$ cat config.mk
export PLATFORM = sky130hd
export DESIGN_NAME = peripheral_event_flags
export DESIGN_NICKNAME = d
export VERILOG_FILES = /design/src/inc/event_flags_pkg.sv /design/src/design/peripheral_event_flags.sv /design/src/design/edge_pulse.sv /design/src/design/axil_slave.sv
export SDC_FILE = /design/constraint.sdc
export NUM_CORES = 1
export LEC_CHECK = 0
export BUFFER_PORTS_ARGS = -buffer_cell sky130_fd_sc_hd__buf_2
export CORE_MARGIN = 5
export CORE_UTILIZATION = 56
export CTS_CLUSTER_DIAMETER = 50
export CTS_CLUSTER_SIZE = 14
export DETAILED_ROUTE_END_ITERATION = 8
export PLACE_DENSITY = 0.87
export SKIP_CTS_REPAIR_TIMING = 1
export SLEW_MARGIN = 10
export SYNTH_ARGS = -nofsm -noshare
export SYNTH_HDL_FRONTEND = slang
export SYNTH_HIERARCHICAL = 1
export SYNTH_SLANG_ARGS = --single-unit
export TNS_END_PERCENT = 5
$ cat constraint.sdc
create_clock -name aclk -period 7.3 [get_ports aclk]
set_clock_uncertainty 0.1 [all_clocks]
set_input_delay 0.365 -clock aclk [delete_from_list [all_inputs] [get_ports aclk]]
set_output_delay 0.365 -clock aclk [all_outputs]
set_load 0.01 [all_outputs]
$ cat src/inc/event_flags_pkg.sv
// constants shared by the peripheral event flag block
// assumes a 32-bit axi4-lite bus and one 250 mhz clock
//
// Overview of operation
// - bit 5 reads 1 while the serial receive buffer holds unread data, else 0.
// - bit 4 reads 1 while the serial transmit buffer is full, 0 when empty.
// - bit 3 sets when a sync port transfer completes and holds until software clears it.
// - in capture mode bit 2 sets on a wide timer capture and holds until cleared.
// - in compare mode bit 2 sets on a wide timer compare match and holds until cleared.
// - bit 1 sets when the byte timer equals its period and holds until written to 0.
// - bit 0 sets on wide timer overflow and holds until software clears it.
// - every implemented flag is 0 after power-on reset.
// - a flag sets on its event regardless of any enable bit.
package event_flags_pkg;
   localparam int addr_w = 8;
   localparam logic [7:0] flags_off = 8'h0c;
   localparam logic [7:0] mask_off = 8'h10;
   localparam logic [7:0] sticky_off = 8'h14;
   localparam logic [7:0] mode_off = 8'h18;
   localparam int flag_w = 8;
   localparam int bit_rx = 5;
   localparam int bit_tx = 4;
   localparam int bit_sync = 3;
   localparam int bit_ccp = 2;
   localparam int bit_per = 1;
   localparam int bit_ovf = 0;
   localparam logic [7:0] flags_rst = 8'h00;
   localparam logic [7:0] sw_clear_mask = 8'h0f;
   localparam logic [1:0] resp_okay = 2'b00;
   localparam logic [1:0] resp_slverr = 2'b10;
   typedef enum logic [1:0] {
      ccp_capture = 2'b00,
      ccp_compare = 2'b01,
      ccp_pwm = 2'b11
   } ccp_mode_t;
endpackage

$ cat src/design/peripheral_event_flags.sv
// peripheral event flag register with mask and level interrupt
// assumes event strobes and buffer levels come from logic on aclk
`timescale 1ns/1ps
module peripheral_event_flags
   import event_flags_pkg::*;
(
   input wire logic aclk,
   input wire logic aresetn,
   input wire logic [addr_w-1:0] s_axi_awaddr,
   input wire logic s_axi_awvalid,
   output logic s_axi_awready,
   input wire logic [31:0] s_axi_wdata,
   input wire logic [3:0] s_axi_wstrb,
   input wire logic s_axi_wvalid,
   output logic s_axi_wready,
   output logic [1:0] s_axi_bresp,
   output logic s_axi_bvalid,
   input wire logic s_axi_bready,
   input wire logic [addr_w-1:0] s_axi_araddr,
   input wire logic s_axi_arvalid,
   output logic s_axi_arready,
   output logic [31:0] s_axi_rdata,
   output logic [1:0] s_axi_rresp,
   output logic s_axi_rvalid,
   input wire logic s_axi_rready,
   input wire logic rx_buffer_full,
   input wire logic tx_buffer_full,
   input wire logic sync_transfer_done,
   input wire logic capture_event,
   input wire logic compare_match,
   input wire logic byte_timer_match,
   input wire logic wide_timer_overflow,
   output logic irq
);
   ////////////////////////////////////////////////////////////////////
   typedef struct packed {
      logic [flag_w-1:0] flags;
      logic [flag_w-1:0] mask;
      logic [flag_w-1:0] sticky;
      ccp_mode_t mode;
      logic irq;
   } state_t;
   state_t s_q, s_d;
   logic wr_en, wr_ok, rd_ok;
   logic [addr_w-1:0] wr_addr, rd_addr;
   logic [7:0] wr_data;
   logic [31:0] rd_data;
   logic ev_sync, ev_cap, ev_cmp, ev_per, ev_ovf;
   logic [flag_w-1:0] set_v, clr_v, live_v, sticky_set;

   ////////////////////////////////////////////////////////////////////
   // level strobes become one-cycle pulses so a held line sets once
   edge_pulse u_sync (.aclk(aclk), .aresetn(aresetn), .level(sync_transfer_done),
      .pulse(ev_sync));
   edge_pulse u_cap (.aclk(aclk), .aresetn(aresetn), .level(capture_event),
      .pulse(ev_cap));
   edge_pulse u_cmp (.aclk(aclk), .aresetn(aresetn), .level(compare_match),
      .pulse(ev_cmp));
   edge_pulse u_per (.aclk(aclk), .aresetn(aresetn), .level(byte_timer_match),
      .pulse(ev_per));
   edge_pulse u_ovf (.aclk(aclk), .aresetn(aresetn), .level(wide_timer_overflow),
      .pulse(ev_ovf));

   axil_slave u_bus (
      .aclk(aclk), .aresetn(aresetn),
      .s_axi_awaddr(s_axi_awaddr), .s_axi_awvalid(s_axi_awvalid),
      .s_axi_awready(s_axi_awready), .s_axi_wdata(s_axi_wdata),
      .s_axi_wstrb(s_axi_wstrb), .s_axi_wvalid(s_axi_wvalid),
      .s_axi_wready(s_axi_wready), .s_axi_bresp(s_axi_bresp),
      .s_axi_bvalid(s_axi_bvalid), .s_axi_bready(s_axi_bready),
      .s_axi_araddr(s_axi_araddr), .s_axi_arvalid(s_axi_arvalid),
      .s_axi_arready(s_axi_arready), .s_axi_rdata(s_axi_rdata),
      .s_axi_rresp(s_axi_rresp), .s_axi_rvalid(s_axi_rvalid),
      .s_axi_rready(s_axi_rready),
      .wr_en(wr_en), .wr_addr(wr_addr), .wr_data(wr_data), .wr_ok(wr_ok),
      .rd_addr(rd_addr), .rd_data(rd_data), .rd_ok(rd_ok)
   );

   ////////////////////////////////////////////////////////////////////
   always_comb begin
      wr_ok = (wr_addr == flags_off) || (wr_addr == mask_off) ||
         (wr_addr == sticky_off) || (wr_addr == mode_off);
      rd_ok = (rd_addr == flags_off) || (rd_addr == mask_off) ||
         (rd_addr == sticky_off) || (rd_addr == mode_off);
      rd_data = 32'h0000_0000;
      case (rd_addr)
         flags_off: rd_data[flag_w-1:0] = s_q.flags;
         mask_off: rd_data[flag_w-1:0] = s_q.mask;
         sticky_off: rd_data[flag_w-1:0] = s_q.sticky;
         mode_off: rd_data[1:0] = s_q.mode;
         default: rd_data = 32'h0000_0000;
      endcase
   end

   always_comb begin
      s_d = s_q;
      set_v = '0;
      clr_v = '0;
      set_v[bit_sync] = ev_sync;
      set_v[bit_ccp] = (s_q.mode == ccp_capture) ? ev_cap :
         (s_q.mode == ccp_compare) ? ev_cmp : 1'b0;
      set_v[bit_per] = ev_per;
      set_v[bit_ovf] = ev_ovf;
      // writing 0 clears a latched flag; writing 1 leaves it as is
      if (wr_en && wr_addr == flags_off) begin
         clr_v = ~wr_data & sw_clear_mask;
      end
      // set wins over a clear in the same cycle
      s_d.flags = (s_q.flags & ~clr_v) | set_v;
      // buffer flags follow the buffer level, never software
      s_d.flags[bit_rx] = rx_buffer_full;
      s_d.flags[bit_tx] = tx_buffer_full;
      s_d.flags[flag_w-1:bit_rx+1] = '0;
      live_v = s_d.flags & ~s_q.flags;
      sticky_set = live_v;
      s_d.sticky = s_q.sticky;
      if (wr_en && wr_addr == sticky_off) begin
         s_d.sticky = s_q.sticky & ~wr_data;
      end
      s_d.sticky = s_d.sticky | sticky_set;
      if (wr_en && wr_addr == mask_off) begin
         s_d.mask = wr_data;
      end
      if (wr_en && wr_addr == mode_off) begin
         case (wr_data[1:0])
            2'h0: s_d.mode = ccp_capture;
            2'h1: s_d.mode = ccp_compare;
            2'h3: s_d.mode = ccp_pwm;
            default: s_d.mode = s_q.mode;
         endcase
      end
      s_d.irq = |(s_d.sticky & s_d.mask);
   end

   always_ff @(posedge aclk) begin
      if (!aresetn) begin
         s_q.flags <= flags_rst;
         s_q.mask <= flags_rst;
         s_q.sticky <= flags_rst;
         s_q.mode <= ccp_capture;
         s_q.irq <= 1'b0;
      end else begin
         s_q <= s_d;
      end
   end

   assign irq = s_q.irq;
endmodule

$ cat src/design/edge_pulse.sv
// rising-edge detector for one peripheral event strobe
// assumes the input is already in the aclk domain
`timescale 1ns/1ps
module edge_pulse
   import event_flags_pkg::*;
(
   input wire logic aclk,
   input wire logic aresetn,
   input wire logic level,
   output logic pulse
);
   typedef struct packed {
      logic prev;
      logic pulse;
   } state_t;
   state_t s_q, s_d;
   always_comb begin
      s_d = s_q;
      s_d.prev = level;
      s_d.pulse = level & ~s_q.prev;
   end
   always_ff @(posedge aclk) begin
      if (!aresetn) begin
         s_q <= '0;
      end else begin
         s_q <= s_d;
      end
   end
   assign pulse = s_q.pulse;
endmodule

$ cat src/design/axil_slave.sv
// axi4-lite slave front end: takes one write and one read at a time
// assumes the owner answers reads combinationally from rd_addr
`timescale 1ns/1ps
module axil_slave
   import event_flags_pkg::*;
(
   input wire logic aclk,
   input wire logic aresetn,
   input wire logic [addr_w-1:0] s_axi_awaddr,
   input wire logic s_axi_awvalid,
   output logic s_axi_awready,
   input wire logic [31:0] s_axi_wdata,
   input wire logic [3:0] s_axi_wstrb,
   input wire logic s_axi_wvalid,
   output logic s_axi_wready,
   output logic [1:0] s_axi_bresp,
   output logic s_axi_bvalid,
   input wire logic s_axi_bready,
   input wire logic [addr_w-1:0] s_axi_araddr,
   input wire logic s_axi_arvalid,
   output logic s_axi_arready,
   output logic [31:0] s_axi_rdata,
   output logic [1:0] s_axi_rresp,
   output logic s_axi_rvalid,
   input wire logic s_axi_rready,
   output logic wr_en,
   output logic [addr_w-1:0] wr_addr,
   output logic [7:0] wr_data,
   input wire logic wr_ok,
   output logic [addr_w-1:0] rd_addr,
   input wire logic [31:0] rd_data,
   input wire logic rd_ok
);
   typedef struct packed {
      logic aw_have;
      logic w_have;
      logic [addr_w-1:0] awaddr;
      logic [7:0] wdata;
      logic wlane;
      logic bvalid;
      logic [1:0] bresp;
      logic rvalid;
      logic [31:0] rdata;
      logic [1:0] rresp;
   } state_t;
   state_t s_q, s_d;
   logic aw_take, w_take, ar_take, fire;
   always_comb begin
      s_d = s_q;
      aw_take = s_axi_awvalid & ~s_q.aw_have & ~s_q.bvalid;
      w_take = s_axi_wvalid & ~s_q.w_have & ~s_q.bvalid;
      ar_take = s_axi_arvalid & ~s_q.rvalid;
      if (aw_take) begin
         s_d.aw_have = 1'b1;
         s_d.awaddr = s_axi_awaddr;
      end
      if (w_take) begin
         s_d.w_have = 1'b1;
         s_d.wdata = s_axi_wdata[7:0];
         s_d.wlane = s_axi_wstrb[0];
      end
      fire = s_q.aw_have & s_q.w_have;
      if (fire) begin
         s_d.aw_have = 1'b0;
         s_d.w_have = 1'b0;
         s_d.bvalid = 1'b1;
         s_d.bresp = wr_ok ? resp_okay : resp_slverr;
      end
      if (s_q.bvalid && s_axi_bready) begin
         s_d.bvalid = 1'b0;
      end
      if (ar_take) begin
         s_d.rvalid = 1'b1;
         s_d.rdata = rd_data;
         s_d.rresp = rd_ok ? resp_okay : resp_slverr;
      end else if (s_q.rvalid && s_axi_rready) begin
         s_d.rvalid = 1'b0;
      end
   end
   always_ff @(posedge aclk) begin
      if (!aresetn) begin
         s_q <= '0;
      end else begin
         s_q <= s_d;
      end
   end
   assign s_axi_awready = ~s_q.aw_have & ~s_q.bvalid;
   assign s_axi_wready = ~s_q.w_have & ~s_q.bvalid;
   assign s_axi_bvalid = s_q.bvalid;
   assign s_axi_bresp = s_q.bresp;
   assign s_axi_arready = ~s_q.rvalid;
   assign s_axi_rvalid = s_q.rvalid;
   assign s_axi_rdata = s_q.rdata;
   assign s_axi_rresp = s_q.rresp;
   // a write without lane 0 changes nothing but still answers
   assign wr_en = fire & s_q.wlane;
   assign wr_addr = s_q.awaddr;
   assign wr_data = s_q.wdata;
   assign rd_addr = s_axi_araddr;
endmodule

==> impl_metrics.tcl <==
set metrics [dict create \
    initial_antenna_violation_count 0 \
    vias 3011 \
    rsz0062_at_grt "false" \
    routedWlPerCell_um 12.0 \
    htree_levels 3 \
    drc 0 \
    io_pins 108 \
    synth_top_family_by_area "simple AND/OR/NAND/NOR gates" \
    number_of_enable_flip_flop_cells_after_synthesis 0 \
    core_area_mm2 0.00683 \
    worstSetupPathType "reg -> reg" \
    floorplan.rows 30 \
    clock_path_buffers 2 \
    root_driver "sky130_fd_sc_hd__clkbuf_8" \
    yosys-mux-area-fraction 0.0280 \
    postRouteWirelength_mm 7.21 \
    grt_first_pass_wirelength_mm 12.0 \
    critical_path.endpoint_type "register" \
    r2r_start "u_bus/s_q[56]$_SDFFE_PP0P_" \
    cap_viol_max_count 0 \
    vdd_drop_max_mv 0.137 \
    path_clk_slew_ns 0.09 \
    drv_slew 0 \
    cellPowerDensity_mw_per_mm2 224 \
    holdCritPathClass "in -> reg" \
    detail_route.first_pass.iterations 4 \
    outcome "complete, no violations" \
    clk_latency_ns 0.35 \
    floorplan.die_area_mm2 0.00888 \
    tightestPinTransition_ns 1.16 \
    portBuffers 78 \
    cts_tree "yes" \
    final_layout_size_suffix_gt1_frac 0.217 \
    synth_sequential_area_ratio 0.454 \
    grt_max_degree 50 \
    drt_first_iter_violations 176 \
    ys_seq_elements 90 \
    syn_avg_cell_area_um2 8.43 \
    layout_worst_path_cycle_share 0.362 \
    grt_pass1_vias 2686 \
    simple_gate_share_of_the_synthesized_area 0.205 \
    r2r_setup_slack_ns 4.66 \
    netlist-cell-type-count 41 \
    antenna_cells_inserted 0 \
    maximum_operating_frequency_mhz 378 \
    total_leakage_power_uw 0.00176 \
    yosysWarningCount 6 \
    cts_inserted_buffers 9 \
    synth-xor-area-share 0.00441 \
    max-slew-margin-rel 0.224 \
    avgViaCountPerCell 4.99 \
    final.setup.worst_slack_ns 4.66 \
    post_synthesis_cells 471 \
    synth_top_flop_cell "sky130_fd_sc_hd__dfxtp_1" \
    synth-compound-area-share 0.140 \
    dp_worst_setup_slack_ns 4.67 \
    crit_path_max_fanout 8 \
    synthArstFlopShare 0 \
    finalWeightedCongestion 0.834 \
    critPathArrivalTime_ns 2.78 \
    critical_path.startpoint "u_bus/s_q[56]$_SDFFE_PP0P_" \
    fp.dieH_um 94.2 \
    cts.sink_count 90 \
    global_router_s_overall_resource_usage 0.169 \
    hpwl_mm 5.18 \
    initial_utilization 0.582 \
    areaGrowthSynthToFinish_pct 4.91 \
    crit_required_ns 7.44 \
    antenna_violating_nets_remaining 0 \
    synth.cell_area_mm2 0.00397 \
    final.min_clock_period_ns 2.64 \
    die_x_um 94.2 \
    worstSetupStartpointType "register" \
    hold_viol 0 \
    finalSetupViolCount 0 \
    holdCritStartpoint "sync_transfer_done" \
    globalRouteOverflowTotal 0 \
    final_net_count 568 \
    yosys.area_share.adder 0 \
    setup-tns-final_ns 0 \
]
synthesized netlist by cell type, types with 3 or more instances:
cell type                  number  area [um2]
sky130_fd_sc_hd__nand2_1       87         327
sky130_fd_sc_hd__dfxtp_1       90        1800
sky130_fd_sc_hd__buf_2         13        65.1
sky130_fd_sc_hd__nand3b_1       3        22.5
sky130_fd_sc_hd__a21oi_2        5        43.8
sky130_fd_sc_hd__a222oi_1       4        40.0
sky130_fd_sc_hd__buf_6          4        45.0
sky130_fd_sc_hd__nor2_1        25        93.8
sky130_fd_sc_hd__clkbuf_1       4        15.0
sky130_fd_sc_hd__o22ai_1        9        56.3
sky130_fd_sc_hd__inv_1         20        75.1
sky130_fd_sc_hd__buf_4         61         458
sky130_fd_sc_hd__and2_1         6        37.5
sky130_fd_sc_hd__nand2b_1       5        31.3
sky130_fd_sc_hd__nor3_1         6        30.0
sky130_fd_sc_hd__nand3_1       19        95.1
sky130_fd_sc_hd__o21ai_0       24         120
sky130_fd_sc_hd__mux2i_1       10         100
sky130_fd_sc_hd__and3b_1        5        43.8
sky130_fd_sc_hd__a21oi_1       42         210
final cells by class:
cell class | count | area (um2)
clock inverter | 7 | 51.3
multi-input combinational | 302 | 1600
inverter | 20 | 75.1
fill | 635 | 2660
tap | 96 | 120
sequential | 90 | 1800
clock buffer | 9 | 124
timing repair buffer | 79 | 398
worst max-delay path, stage by stage, from the launching register on:
cell	delay, ns
sky130_fd_sc_hd__dfxtp_1	0.52
sky130_fd_sc_hd__and3_1	0.23
sky130_fd_sc_hd__nand3b_1	0.15
sky130_fd_sc_hd__nor4_4	0.61
sky130_fd_sc_hd__mux2i_1	0.35
sky130_fd_sc_hd__o22ai_1	0.13
sky130_fd_sc_hd__o41a_1	0.43
registers in the layout, summed over array words and instances (netlist names), 3 cells and up:
name / flops
s_q: 24
u_bus/s_axi_rdata: 32
u_bus/s_q: 3
u_bus/wr_addr: 8
u_bus/wr_data: 8
power by group:
group          internal (uW)  total (uW)  switching (uW)
registers                516         535            18.6
clock network            126         304             178
logic                   39.8        96.7            56.9
worst paths after layout:
path                                                           end  cells after the start
worst max-delay path                                irq$_SDFF_PN0_                      6
worst min-delay path                      u_sync/s_q[1]$_SDFF_PN0_                      2
worst max register to register                      irq$_SDFF_PN0_                      6
worst min register to register  u_bus/s_axi_rdata[29]$_SDFFE_PN0P_                      2
per-layer routing:
metal / part of all wire / wire length (um) / vias up / global-route usage
met5: 0 / 0 / - / 0
met4: 0.018 / 127 / 0 / 0.0686
met3: 0.080 / 579 / 11 / 0.0481
met2: 0.45 / 3260 / 93 / 0.274
met1: 0.45 / 3250 / 1367 / 0.210
li1: - / - / 1540 / -
logic make-up after synthesis:
logic type                Yosys count
muxes                              11
AOI/OAI and AO/OA                  94
xor gates and xnor gates            2
buffers and inverters             103
DFF                                90
other                               2
and+or+nand+nor                   169
cells in the final DEF (no fill, tap or decap), types with 3 or more instances in the layout:
cell type,count
sky130_fd_sc_hd__buf_2,78
sky130_fd_sc_hd__a21oi_1,42
sky130_fd_sc_hd__nand2b_1,5
sky130_fd_sc_hd__a222oi_1,4
sky130_fd_sc_hd__and2_1,6
sky130_fd_sc_hd__nand3b_1,3
sky130_fd_sc_hd__mux2i_1,10
sky130_fd_sc_hd__nor2_1,25
sky130_fd_sc_hd__nand3_1,19
sky130_fd_sc_hd__and3b_1,5
sky130_fd_sc_hd__clkbuf_8,9
sky130_fd_sc_hd__dfxtp_1,90
sky130_fd_sc_hd__inv_6,3
sky130_fd_sc_hd__o21ai_0,24
sky130_fd_sc_hd__conb_1,26
sky130_fd_sc_hd__a21oi_2,5
sky130_fd_sc_hd__nor3_1,6
sky130_fd_sc_hd__inv_1,20
sky130_fd_sc_hd__o22ai_1,9
sky130_fd_sc_hd__nand2_1,87
stage by stage:
stage / hold WS, ns / total power (uW) / cell area, um2 / instances / util
3_5_place_dp: 0.343 / 644 / 3990 / 587 / 0.584
3_3_place_gp: 0.338 / 638 / 3990 / 587 / 0.584
4_1_cts: 0.105 / 946 / 4170 / 603 / 0.610
5_1_grt: 0.110 / 983 / 4170 / 603 / 0.610
6_report: 0.119 / 935 / 4170 / 603 / 0.610
2_1_floorplan: 0.331 / 638 / 4060 / 495 / -
Power figures use the tool's default switching activity.
